## config.mk

```make
export PLATFORM = sky130hd
export DESIGN_NAME = option_byte_config_decoder
export DESIGN_NICKNAME = d
export VERILOG_FILES = /design/src/optcfg_pkg.sv /design/src/optcfg_decode.sv /design/src/option_byte_config_decoder.sv
export SDC_FILE = /design/constraint.sdc
export NUM_CORES = 1
export LEC_CHECK = 0
export BUFFER_PORTS_ARGS = -buffer_cell sky130_fd_sc_hd__buf_4
export CELL_PAD_IN_SITES_DETAIL_PLACEMENT = 0
export CELL_PAD_IN_SITES_GLOBAL_PLACEMENT = 1
export CORE_MARGIN = 10
export CORE_UTILIZATION = 30
export CTS_CLUSTER_SIZE = 28
export DETAILED_ROUTE_END_ITERATION = 8
export PLACE_DENSITY = 0.74
export SLEW_MARGIN = 5
export SYNTH_ARGS = -nofsm -noshare
export SYNTH_HDL_FRONTEND = slang
export SYNTH_SLANG_ARGS = --single-unit
```

## constraint.sdc

```tcl
create_clock -name clk_sys -period 3.1 [get_ports clk_sys]
set_input_delay 0.155 -clock clk_sys [delete_from_list [all_inputs] [get_ports clk_sys]]
set_output_delay 0.155 -clock clk_sys [all_outputs]
set_load 0.02 [all_outputs]
```

## src/optcfg_pkg.sv

```systemverilog
// shared constants for the configuration byte decoder
package optcfg_pkg;

  // register map
  localparam logic [7:0] OFS_CTRL   = 8'h00;
  localparam logic [7:0] OFS_STATUS = 8'h04;
  localparam logic [7:0] OFS_BYTE0  = 8'h08;
  localparam logic [7:0] OFS_BYTE1  = 8'h0c;
  localparam logic [7:0] OFS_DECODE = 8'h10;

  // field positions, byte 0
  localparam int B0_WDOG_HALT = 7;
  localparam int B0_WDOG_TYPE = 6;
  localparam int B0_RSV_HI    = 5;
  localparam int B0_VD_HI     = 4;
  localparam int B0_VD_LO     = 3;
  localparam int B0_RSV_LO    = 2;
  localparam int B0_PKG_LO    = 1;
  localparam int B0_PROTECT   = 0;
  // field positions, byte 1
  localparam int B1_PKG_HI    = 7;
  localparam int B1_RST_LEN   = 6;
  localparam int B1_OSC_HI    = 5;
  localparam int B1_OSC_LO    = 4;
  localparam int B1_RANGE_HI  = 3;
  localparam int B1_RANGE_LO  = 1;
  localparam int B1_DOUBLER   = 0;

  // values
  localparam logic [7:0] ERASED_BYTE   = 8'hff;
  localparam logic [7:0] BLANK_BYTE0   = 8'hff;
  localparam logic [7:0] BLANK_BYTE1   = 8'hef;
  localparam logic [1:0] VD_OFF        = 2'h3;
  localparam logic [1:0] VD_LOWEST     = 2'h2;
  localparam logic [1:0] VD_MEDIUM     = 2'h1;
  localparam logic [1:0] VD_HIGHEST    = 2'h0;
  localparam logic [1:0] OSC_RESONATOR = 2'h0;
  localparam logic [1:0] OSC_RESERVED  = 2'h1;
  localparam logic [1:0] OSC_INT_RC    = 2'h2;
  localparam logic [1:0] OSC_EXTERNAL  = 2'h3;
  localparam logic [1:0] PKG_64        = 2'h2;
  localparam logic [1:0] PKG_44        = 2'h0;
  localparam logic [12:0] RST_CYC_LONG  = 13'h1000;
  localparam logic [12:0] RST_CYC_SHORT = 13'h0100;
  localparam logic [7:0] CTRL_RST      = 8'h00;
  localparam int ERASE_CYCLES_DEF      = 64;

  typedef enum logic [1:0] {
    ST_IDLE,
    ST_MEM_ERASE,
    ST_OPT_ERASE
  } erase_state_t;

endpackage

```

## src/optcfg_decode.sv

```systemverilog
// combinational decode of the two configuration bytes
`timescale 1ns/1ps
module optcfg_decode
  import optcfg_pkg::*;
(
  input  wire logic [7:0]  byte0,
  input  wire logic [7:0]  byte1,
  input  wire logic        maskCoded,
  output logic             wdogHaltResetSel,
  output logic             wdogHwAlways,
  output logic             lowSupplyDetectorEn,
  output logic             auxSupplyDetectorEn,
  output logic [1:0]       voltThreshold,
  output logic             readoutProtect,
  output logic             package64,
  output logic             packageValid,
  output logic [12:0]      resetCycles,
  output logic [1:0]       oscKindSel,
  output logic             oscKindReserved,
  output logic [2:0]       oscFreqRange,
  output logic             resonatorDriveSel,
  output logic             doublerEnable
);

  logic [1:0] voltDetectSel;
  logic [1:0] pkgSel;

  always_comb begin
    wdogHaltResetSel = byte0[B0_WDOG_HALT];
    wdogHwAlways     = ~byte0[B0_WDOG_TYPE];
    voltDetectSel    = byte0[B0_VD_HI:B0_VD_LO];
    lowSupplyDetectorEn = (voltDetectSel != VD_OFF);
    auxSupplyDetectorEn = (voltDetectSel != VD_OFF);
    voltThreshold    = voltDetectSel;
    // programmable parts store protection inverted
    readoutProtect   = maskCoded ? byte0[B0_PROTECT] : ~byte0[B0_PROTECT];
    pkgSel           = {byte1[B1_PKG_HI], byte0[B0_PKG_LO]};
    package64        = (pkgSel == PKG_64);
    packageValid     = (pkgSel == PKG_64) || (pkgSel == PKG_44);
    resetCycles      = byte1[B1_RST_LEN] ? RST_CYC_SHORT : RST_CYC_LONG;
    oscKindSel       = byte1[B1_OSC_HI:B1_OSC_LO];
    oscKindReserved  = (oscKindSel == OSC_RESERVED);
    oscFreqRange     = byte1[B1_RANGE_HI:B1_RANGE_LO];
    resonatorDriveSel = (oscKindSel == OSC_RESONATOR);
    doublerEnable    = ~byte1[B1_DOUBLER];
  end

endmodule

```

## src/option_byte_config_decoder.sv

```systemverilog
// configuration byte store, programming access and decoded settings
`timescale 1ns/1ps
module option_byte_config_decoder
  import optcfg_pkg::*;
#(
  parameter int         ERASE_CYCLES = ERASE_CYCLES_DEF,
  parameter logic [7:0] MASK_BYTE0   = BLANK_BYTE0,
  parameter logic [7:0] MASK_BYTE1   = BLANK_BYTE1
)(
  input  wire logic        clk_sys,
  input  wire logic        arst_n,
  input  wire logic        clkEn,
  input  wire logic        maskCodedPin,
  input  wire logic        progModePin,
  input  wire logic        wb_cyc_i,
  input  wire logic        wb_stb_i,
  input  wire logic        wb_we_i,
  input  wire logic [7:0]  wb_adr_i,
  input  wire logic [3:0]  wb_sel_i,
  input  wire logic [31:0] wb_dat_i,
  output logic [31:0]      wb_dat_o,
  output logic             wb_ack_o,
  output logic             wb_err_o,
  output logic             userMemErase,
  output logic             padPullupForce,
  output logic             wdogHaltResetSel,
  output logic             wdogHwAlways,
  output logic             lowSupplyDetectorEn,
  output logic             auxSupplyDetectorEn,
  output logic [1:0]       voltThreshold,
  output logic             readoutProtect,
  output logic             package64,
  output logic [12:0]      resetCycles,
  output logic [1:0]       oscKindSel,
  output logic [2:0]       oscFreqRange,
  output logic             resonatorDriveSel,
  output logic             doublerEnable
);

  logic        rstSync1;
  logic        rstSync2;
  logic        rstN;
  logic [1:0]  progSync;
  logic [1:0]  maskSync;
  logic        progMode;
  logic        maskCoded;
  logic [7:0]  byte0_reg;
  logic [7:0]  byte1_reg;
  logic [7:0]  ctrl_reg;
  logic        latched_reg;
  logic [1:0]  settle_reg;
  logic        ack_reg;
  logic        err_reg;
  logic [31:0] rdata_reg;
  erase_state_t erase_reg;
  logic [15:0] eraseCnt_reg;
  logic [7:0]  src0;
  logic [7:0]  src1;
  logic        decHalt;
  logic        decHw;
  logic        decLvd;
  logic        decAvd;
  logic [1:0]  decThr;
  logic        decProt;
  logic        dec64;
  logic        decPkgOk;
  logic [12:0] decRst;
  logic [1:0]  decOsc;
  logic        decOscRsv;
  logic [2:0]  decRange;
  logic        decResDrv;
  logic        decDbl;
  logic        req;
  logic        wrByte0;
  logic        wrByte1;
  logic        eraseCmd;
  logic        busy;

  function automatic logic hit(input logic [7:0] adr, input logic [7:0] ofs);
    hit = (adr == ofs);
  endfunction

  // reset release
  always_ff @(posedge clk_sys or negedge arst_n) begin
    if (!arst_n) begin
      rstSync1 <= 1'b0;
      rstSync2 <= 1'b0;
    end else begin
      rstSync1 <= 1'b1;
      rstSync2 <= rstSync1;
    end
  end
  assign rstN = rstSync2;

  // pin synchronisers
  always_ff @(posedge clk_sys or negedge rstN) begin
    if (!rstN) begin
      progSync <= 2'h0;
      maskSync <= 2'h0;
    end else if (clkEn) begin
      progSync <= {progSync[0], progModePin};
      maskSync <= {maskSync[0], maskCodedPin};
    end
  end
  assign progMode  = progSync[1];
  assign maskCoded = maskSync[1];

  // strap settle: two enabled shifts before the strap copy is trusted
  always_ff @(posedge clk_sys or negedge rstN) begin
    if (!rstN) begin
      settle_reg <= 2'h0;
    end else if (clkEn && settle_reg != 2'h2) begin
      settle_reg <= settle_reg + 2'h1;
    end
  end

  assign busy = (erase_reg != ST_IDLE);
  // bus writes only in programming mode
  assign req      = wb_cyc_i && wb_stb_i && !ack_reg && !err_reg;
  assign wrByte0  = req && wb_we_i && progMode && !maskCoded && !busy
                    && wb_sel_i[0] && hit(wb_adr_i, OFS_BYTE0);
  assign wrByte1  = req && wb_we_i && progMode && !maskCoded && !busy
                    && wb_sel_i[0] && hit(wb_adr_i, OFS_BYTE1);
  assign eraseCmd = req && wb_we_i && progMode && !maskCoded && !busy
                    && wb_sel_i[0] && hit(wb_adr_i, OFS_CTRL) && wb_dat_i[0];

  // bus answer
  always_ff @(posedge clk_sys or negedge rstN) begin
    if (!rstN) begin
      ack_reg <= 1'b0;
      err_reg <= 1'b0;
    end else if (clkEn) begin
      ack_reg <= 1'b0;
      err_reg <= 1'b0;
      if (req) begin
        if (hit(wb_adr_i, OFS_CTRL) || hit(wb_adr_i, OFS_STATUS)
            || hit(wb_adr_i, OFS_BYTE0) || hit(wb_adr_i, OFS_BYTE1)
            || hit(wb_adr_i, OFS_DECODE)) begin
          ack_reg <= 1'b1;
        end else begin
          err_reg <= 1'b1;
        end
      end
    end
  end
  assign wb_ack_o = ack_reg;
  assign wb_err_o = err_reg;

  // read data
  always_ff @(posedge clk_sys or negedge rstN) begin
    if (!rstN) begin
      rdata_reg <= 32'h0;
    end else if (clkEn && req) begin
      rdata_reg <= 32'h0;
      if (hit(wb_adr_i, OFS_CTRL)) begin
        rdata_reg <= {24'h0, ctrl_reg};
      end else if (hit(wb_adr_i, OFS_STATUS)) begin
        rdata_reg <= {27'h0, progMode, maskCoded, decPkgOk, decOscRsv, busy};
      end else if (hit(wb_adr_i, OFS_BYTE0) && progMode) begin
        rdata_reg <= {24'h0, src0};
      end else if (hit(wb_adr_i, OFS_BYTE1) && progMode) begin
        rdata_reg <= {24'h0, src1};
      end else if (hit(wb_adr_i, OFS_DECODE)) begin
        rdata_reg <= {12'h0, readoutProtect, package64, doublerEnable, resonatorDriveSel,
                      oscFreqRange, oscKindSel, resetCycles[12:8], voltThreshold,
                      auxSupplyDetectorEn, lowSupplyDetectorEn, wdogHwAlways, wdogHaltResetSel};
      end
    end
  end
  assign wb_dat_o = rdata_reg;

  // control register: bit 0 reads back busy; a write with bit 0 set starts the erase
  always_ff @(posedge clk_sys or negedge rstN) begin
    if (!rstN) begin
      ctrl_reg <= CTRL_RST;
    end else if (clkEn) begin
      ctrl_reg <= {7'h0, busy};
    end
  end

  // erase sequence: user memory first when protected
  always_ff @(posedge clk_sys or negedge rstN) begin
    if (!rstN) begin
      erase_reg    <= ST_IDLE;
      eraseCnt_reg <= 16'h0;
    end else if (clkEn) begin
      case (erase_reg)
        ST_IDLE: begin
          if (eraseCmd) begin
            eraseCnt_reg <= 16'h0;
            erase_reg    <= (byte0_reg[B0_PROTECT] == 1'b0) ? ST_MEM_ERASE : ST_OPT_ERASE;
          end
        end
        ST_MEM_ERASE: begin
          if (eraseCnt_reg == 16'(ERASE_CYCLES - 1)) begin
            erase_reg <= ST_OPT_ERASE;
          end else begin
            eraseCnt_reg <= eraseCnt_reg + 16'h1;
          end
        end
        ST_OPT_ERASE: begin
          erase_reg <= ST_IDLE;
        end
        default: begin
          erase_reg <= ST_IDLE;
        end
      endcase
    end
  end
  assign userMemErase = (erase_reg == ST_MEM_ERASE);

  // programmable cells; blank content selects internal RC
  always_ff @(posedge clk_sys or negedge rstN) begin
    if (!rstN) begin
      byte0_reg <= BLANK_BYTE0;
      byte1_reg <= BLANK_BYTE1;
    end else if (clkEn) begin
      if (erase_reg == ST_OPT_ERASE) begin
        byte0_reg <= ERASED_BYTE;
        byte1_reg <= ERASED_BYTE;
      end else begin
        if (wrByte0) begin
          byte0_reg <= wb_dat_i[7:0];
        end
        if (wrByte1) begin
          byte1_reg <= wb_dat_i[7:0];
        end
      end
    end
  end

  assign src0 = maskCoded ? MASK_BYTE0 : byte0_reg;
  assign src1 = maskCoded ? MASK_BYTE1 : byte1_reg;

  optcfg_decode u_decode (
    .byte0               (src0),
    .byte1               (src1),
    .maskCoded           (maskCoded),
    .wdogHaltResetSel    (decHalt),
    .wdogHwAlways        (decHw),
    .lowSupplyDetectorEn (decLvd),
    .auxSupplyDetectorEn (decAvd),
    .voltThreshold       (decThr),
    .readoutProtect      (decProt),
    .package64           (dec64),
    .packageValid        (decPkgOk),
    .resetCycles         (decRst),
    .oscKindSel          (decOsc),
    .oscKindReserved     (decOscRsv),
    .oscFreqRange        (decRange),
    .resonatorDriveSel   (decResDrv),
    .doublerEnable       (decDbl)
  );

  // settings captured once after reset release, held until next reset
  always_ff @(posedge clk_sys or negedge rstN) begin
    if (!rstN) begin
      latched_reg         <= 1'b0;
      wdogHaltResetSel    <= 1'b1;
      wdogHwAlways        <= 1'b0;
      lowSupplyDetectorEn <= 1'b0;
      auxSupplyDetectorEn <= 1'b0;
      voltThreshold       <= VD_OFF;
      readoutProtect      <= 1'b0;
      package64           <= 1'b1;
      resetCycles         <= RST_CYC_LONG;
      oscKindSel          <= OSC_INT_RC;
      oscFreqRange        <= 3'h7;
      resonatorDriveSel   <= 1'b0;
      doublerEnable       <= 1'b0;
    end else if (clkEn && !latched_reg && settle_reg == 2'h2) begin
      latched_reg         <= 1'b1;
      wdogHaltResetSel    <= decHalt;
      wdogHwAlways        <= decHw;
      lowSupplyDetectorEn <= decLvd;
      auxSupplyDetectorEn <= decAvd;
      voltThreshold       <= decThr;
      readoutProtect      <= decProt;
      package64           <= dec64;
      resetCycles         <= decRst;
      oscKindSel          <= decOsc;
      oscFreqRange        <= decRange;
      resonatorDriveSel   <= decResDrv;
      doublerEnable       <= decDbl;
    end
  end

  // unbonded pads pulled up from reset onward
  assign padPullupForce = 1'b1;

endmodule

```

---- Word-level counts from Yosys, hierarchy flattened ----
Index checks and enable logic that the tools add are counted.
W data, S select, Z words.
operators by class
  mux-type cells .......................... 24
  equality and inequality tests ........... 15
  order comparisons ....................... 0
  reductions and logical operators ........ 40
  divide/modulo/power cells ............... 0
  bitwise gates (word level) .............. 3
  shift-type cells ........................ 0
  multiply operators ...................... 0
  $add $sub $neg .......................... 2
operator list
  cell                     count
  $mux W20                 5
  $mux W8                  6
  $mux W16                 2
  $pmux W16 S2             1
  $logic_and A1 B1 Y1      18
  $add A16 B1 Y16 const B  1
  $eq A16 B6 Y1 const B    1
  $eq A8 B4 Y1 const B     2
  $mux W13                 1
  $eq A8 B3 Y1 const B     1
  $eq A8 B5 Y1 const B     1
  $logic_not A8 Y1         1
  $ne A2 B2 Y1 const B     4
  $reduce_bool A2 Y1       4
  $eq A2 B2 Y1 const B     3
  $logic_not A2 Y1         3
  $mux W2                  3
  $logic_not A1 Y1         5
  $logic_or A1 B1 Y1       5
  $mux W1                  5
  $eq A2 B1 Y1 const B     2
  $pmux W2 S2              1
  $reduce_and A2 Y1        2
  $reduce_and A4 Y1        1
  4 further kinds          6
storage, ports and cells
  word-level logic and storage cells ...... 109
  memories ................................ 0
  memory bits (read-only) ................. 0
  input bits .............................. 52
  RAM bits ................................ 0
  flip-flop bits (word level) ............. 105
  output and inout port bits .............. 64
  bits in latches ......................... 0

---- Logic depth before layout (Yosys ltp) ----
  word-level depth ........................ 12
  gate-level depth with buffers ........... 7
  gate-level depth less buffers ........... 6

---- Cells and area by module ----
A second synthesis with hierarchy kept.
second synthesis, totals
  cells, all modules ...................... 455
  area, all modules ....................... 4714.5 um^2
by module, submodules not included
  module                      cells each  area each (um^2)  times used  seq. area each (um^2)
  option_byte_config_decoder  424         4506.8            1           2382.3
  optcfg_decode               31          207.7             1           0.0

---- Least setup slack after synthesis ----
No wires, ideal clock.
  path kind ............................... reg2reg
  from .................................... register ack_reg (netlist: wb_ack_o)
  to ...................................... register byte1_reg[5]
  arrival ................................. 1760 ps
  path buffers ............................ 1
  stages on the path, launching flop included .. 7
  setup slack ............................. 1265 ps
  required time ........................... 3025 ps
  path through ............................ dfrtp_1 -> nor2_1 -> nand4_2 -> nor4_4 -> and2_1 -> buf_4 -> mux2i_1
on the way
  longest elaborated chain between the ends .. 11
RTL lines
  what                                 RTL line                           text
  from (decl)                          option_byte_config_decoder.sv:52   logic ack_reg;
  from (signal assigned)               option_byte_config_decoder.sv:130  ack_reg <= 1'b0;
  from (signal assigned)               option_byte_config_decoder.sv:133  ack_reg <= 1'b0;
  from (signal assigned)               option_byte_config_decoder.sv:139  ack_reg <= 1'b1;
  $logic_not A1 Y1                     option_byte_config_decoder.sv:119  assign req = wb_cyc_i && wb_stb_i && !ack_reg && !err_reg;
  $logic_and A1 B1 Y1 (2 in a row)     option_byte_config_decoder.sv:119
  $logic_and A1 B1 Y1 (4 in a row)     option_byte_config_decoder.sv:122  assign wrByte1 = req && wb_we_i && progMode && !maskCoded && !busy
  $logic_and A1 B1 Y1 (2 in a row)     option_byte_config_decoder.sv:123  && wb_sel_i[0] && hit(wb_adr_i, OFS_BYTE1);
  $reduce_bool A2 Y1 (no source line)  --
  $reduce_and A2 Y1 (no source line)   --
  to (signal assigned)                 option_byte_config_decoder.sv:226  byte1_reg <= wb_dat_i[7:0];
  to (decl)                            option_byte_config_decoder.sv:48   logic [7:0] byte1_reg;
No other way between the ends.
A chain may end at the register's enable or synchronous reset.

---- Worst setup path after layout ----
  from .................................... register erase_reg[0]
  to ...................................... register byte0_reg[1]
on the way
  longest elaborated chain between the ends .. 7
RTL lines
  what                                 RTL line                           text
  from (decl)                          option_byte_config_decoder.sv:55   erase_state_t erase_reg;
  from (signal assigned)               option_byte_config_decoder.sv:191  erase_reg <= (byte0_reg[B0_PROTECT] == 1'b0) ? ST_MEM_ERASE : ST_OPT_ERASE;
  $reduce_bool A2 Y1                   option_byte_config_decoder.sv:117  assign busy = (erase_reg != ST_IDLE);
  $logic_not A1 Y1                     option_byte_config_decoder.sv:120  assign wrByte0 = req && wb_we_i && progMode && !maskCoded && !busy
  $logic_and A1 B1 Y1                  option_byte_config_decoder.sv:120
  $logic_and A1 B1 Y1 (2 in a row)     option_byte_config_decoder.sv:121  && wb_sel_i[0] && hit(wb_adr_i, OFS_BYTE0);
  $reduce_bool A2 Y1 (no source line)  --
  $reduce_and A2 Y1 (no source line)   --
  to (signal assigned)                 option_byte_config_decoder.sv:223  byte0_reg <= wb_dat_i[7:0];
  to (decl)                            option_byte_config_decoder.sv:47   logic [7:0] byte0_reg;
Several ways; a longest one is shown, not always the timed one.

==> flow_summary.toml <==
[run_status]
outcome = "finished, final reports clean"

[layout]
syn_to_final_growth_pct = 19.84
diodes = 0
finalNetCount = 526
final_core_util_pct = 37.09
final_cell_area_um2 = 4951
drive_gt1_share_pct = 26.62
largest_register_ffs = 18
finalNonFillerCells = 653

[sta]
rsz0062_at_grt = "no"
worst_slew_pin_slew_ns = 0.8710
setup_viol = 0
fmax_ghz = 0.4676
setup_tns_ns = 0
slew_headroom_pct = 41.94
hold_viol = 0
finalMaxSlewViolations = 0
fin_worst_skew_ns = 0.006471
fin_crit_sh_pct = 68.99
post-route-min-period_ns = 2.139

[worst_setup_path]
path_cells = "or4_4 -> nor4_4 -> o21ai_0"
cp_num_buf_inv = 0
setup.worst_path.end_class = "register"
r2r_start = "erase_reg[0]$_DFFE_PN0P_"
crit_end = "byte0_reg[1]$_DFFE_PN1P_"
cp_max_fo = 16
worst-r2r-cell-count = 3
max_stage_delay_ns = 0.69
r2r-end = "byte0_reg[1]$_DFFE_PN1P_"
worst_path_max_delay_cell = "nor4_4"
cp.arrival_ns = 2.37
critPathRequiredTime_ns = 3.33
start_kind = "register"
critical-path-top-delay-family = "simple AND/OR/NAND/NOR gates"
r2r_slack_ns = 0.96
startpoint = "erase_reg[0]$_DFFE_PN0P_"
cp_num_cells = 3
criticalPathCategory = "register to register"

[clock_network]
cts-root-buf = "clkbuf_16"
cts.sinks = 80
clk_pin_slew_worst_paths_ns = 0.06
cts_max_path_buffers = 2
htree_num_levels = 3
tritoncts = "built"
cts_setup_buffers = 0
cts_made_buffers = 9
clk_latency_ns = 0.34

[yosys]
synth.area.top_cells = "dfrtp_1 34%, dfstp_2 15%, buf_4 5.3%, nor2_1 4.8%, o21ai_0 4.0%"
syn_area_um2 = 4131
yosysTopAreaCellShare_pct = 33.92
avgSynthCellArea_um2 = 9.931
async_flop_share_pct = 100.0
ys_types = 56
synth-edff-count = 0
synth.ff_latch_count = 80
synth_seq_area_share_pct = 49.18
yosysTopAreaCell = "dfrtp_1"
ys_warn_count = 0
synth_flop_cell = "dfrtp_1"
syn_inst = 416

[grt]
grt_usage_pct = 11.73
grt_pass1_vias = 3246
grt_pass1_wl_um = 17520
grt_start_max_net_pins = 41
antenna_found_initial = 0
grt_overflow = 0

[floorplanning]
io-pin-count = 116
coreArea_um2 = 13350
die_h_um = 137.4
fp-row-count = 42
start_util_pct = 30.95
design.die.area_um2 = 18870
die_w_um = 137.4

[run]
maxCapViolations = 0

[hold_path]
hold_class = "input port to register"

[power]
power.density_nw_per_um2 = 575.2
total_power_mw = 2.848
leakage_nw = 2.156
ir_worst_vdd_uv = 253.7

[placement]
dp_cells = 636
numPortBuffers = 62
place_area_um2 = 4666
place.gp.congestion = 0.8391
place_hpwl_um = 7907

[route]
vias_per_cell = 4.922
num_vias = 3214
drt_pass1_iterations = 4
drc = 0
wl_per_cell_um = 16.39
drtIter0Drc = 225
final_antenna_net_count = 0
finalWirelength_um = 10700
[per-stage QoR]
step	hold slack (ns)	setup WS (ns)
6_report	0.03496	0.9614
5_1_grt	0.04183	0.7113
4_1_cts	0.02708	0.9125
3_5_place_dp	-0.06064	0.8514
3_3_place_gp	-0.06307	0.8913
2_1_floorplan	-0.1406	0.7489
[metal layers]
| metal | wire length [µm] | track usage (%) |
|---|---|---|
| met4 | 204 | 4.977 |
| met2 | 4798 | 16.93 |
| met1 | 4952 | 16.24 |
| met5 | 0 | 0 |
| met3 | 745 | 2.913 |
[worst min-delay path: cells and delay by family]
kind                   cells  cell delay [ns]
AND/OR/NAND/NOR            1             0.04
buffers and inverters      1             0.09
AO/OA/AOI/OAI              1             0.06
[cell usage in the layout, fill, tap and decap left out, types with 7 or more instances in the layout]
| cell type | Yosys | layout |
|---|---|---|
| clkbuf_16 | 0 | 9 |
| nor2_1 | 53 | 53 |
| nand3b_1 | 7 | 7 |
| dfstp_2 | 24 | 24 |
| conb_1 | 2 | 27 |
| buf_4 | 29 | 67 |
| nor3_1 | 9 | 9 |
| a21oi_1 | 13 | 13 |
| a22o_1 | 14 | 14 |
| o21ai_0 | 33 | 33 |
| dfrtp_1 | 56 | 55 |
| mux2_2 | 8 | 8 |
| xnor2_1 | 9 | 9 |
| inv_1 | 7 | 7 |
| nand2_1 | 40 | 40 |
[Yosys cell counts (all sizes together) (2+ instances only)]
cell / instances
nand4: 7
a21o: 3
dfrtp: 56
nand2b: 5
o22ai: 3
nand3: 5
nand2: 40
conb: 2
inv: 7
a211oi: 2
o21a: 2
ha: 2
mux2i: 2
a221oi: 3
xnor2: 9
nor3b: 3
a22o: 14
o32a: 6
xor2: 4
and2: 5
a21oi: 13
nand3b: 7
nor2b: 6
o41ai: 2
dfstp: 24
mux2: 8
nor3: 9
nor2: 54
nor4: 8
and4: 3
nor4b: 4
o21ai: 33
clkbuf: 14
or3: 3
buf: 35
nand4b: 2
or4: 2
[cell families after synthesis]
logic type | Yosys count | synth area share (%)
AO/OA/AOI/OAI | 89 | 14.29
XOR/XNOR | 13 | 2.756
adder cells (fa/ha/maj) | 2 | 0.6056
buffers and inverters | 56 | 7.995
flip-flops | 80 | 49.18
multiplexers | 10 | 2.665
other | 2 | 0.1818
AND/OR/NAND/NOR | 164 | 22.32
[worst min path at each step]
stage / end / from / cells past startpoint / slack [ns]
final: byte0_reg[2]$_DFFE_PN1P_ / wb_dat_i[2] / 3 / 0.03
after global routing: byte0_reg[6]$_DFFE_PN1P_ / wb_dat_i[6] / 3 / 0.04
after CTS: byte0_reg[6]$_DFFE_PN1P_ / wb_dat_i[6] / 3 / 0.03
after detailed placement: rstSync1$_DFF_PN0_ / arst_n / 1 / -0.06
after global placement: rstSync1$_DFF_PN0_ / arst_n / 1 / -0.06
after floorplan: rstN$_DFF_PN0_ / arst_n / 0 / -0.14
[area by class of cell]
class                           count  area, µm²
Clock buffer                       12      246.5
Inverter                            7      26.28
Tap cell                          176      220.2
Multi-Input combinational cell    305       1863
Clock inverter                      4      28.78
Fill cell                        1359       8397
Sequential cell                    80       2033
Timing Repair Buffer               69      533.0
[timing repair]
item / 4_1_cts / 5_1_grt
gates resized for setup: 0 / 0
hold buffers: 1 / 0
hold endpoints to repair: 2 / 0
[power by group]
| part | total [mW] | internal (mW) | switching [mW] |
|---|---|---|---|
| sequential | 1.29 | 1.18 | 0.104 |
| clock | 0.993 | 0.566 | 0.427 |
| combinational | 0.567 | 0.230 | 0.336 |
| total | 2.85 | 1.98 | 0.867 |
No activity file was read; power rests on OpenSTA's default activity.
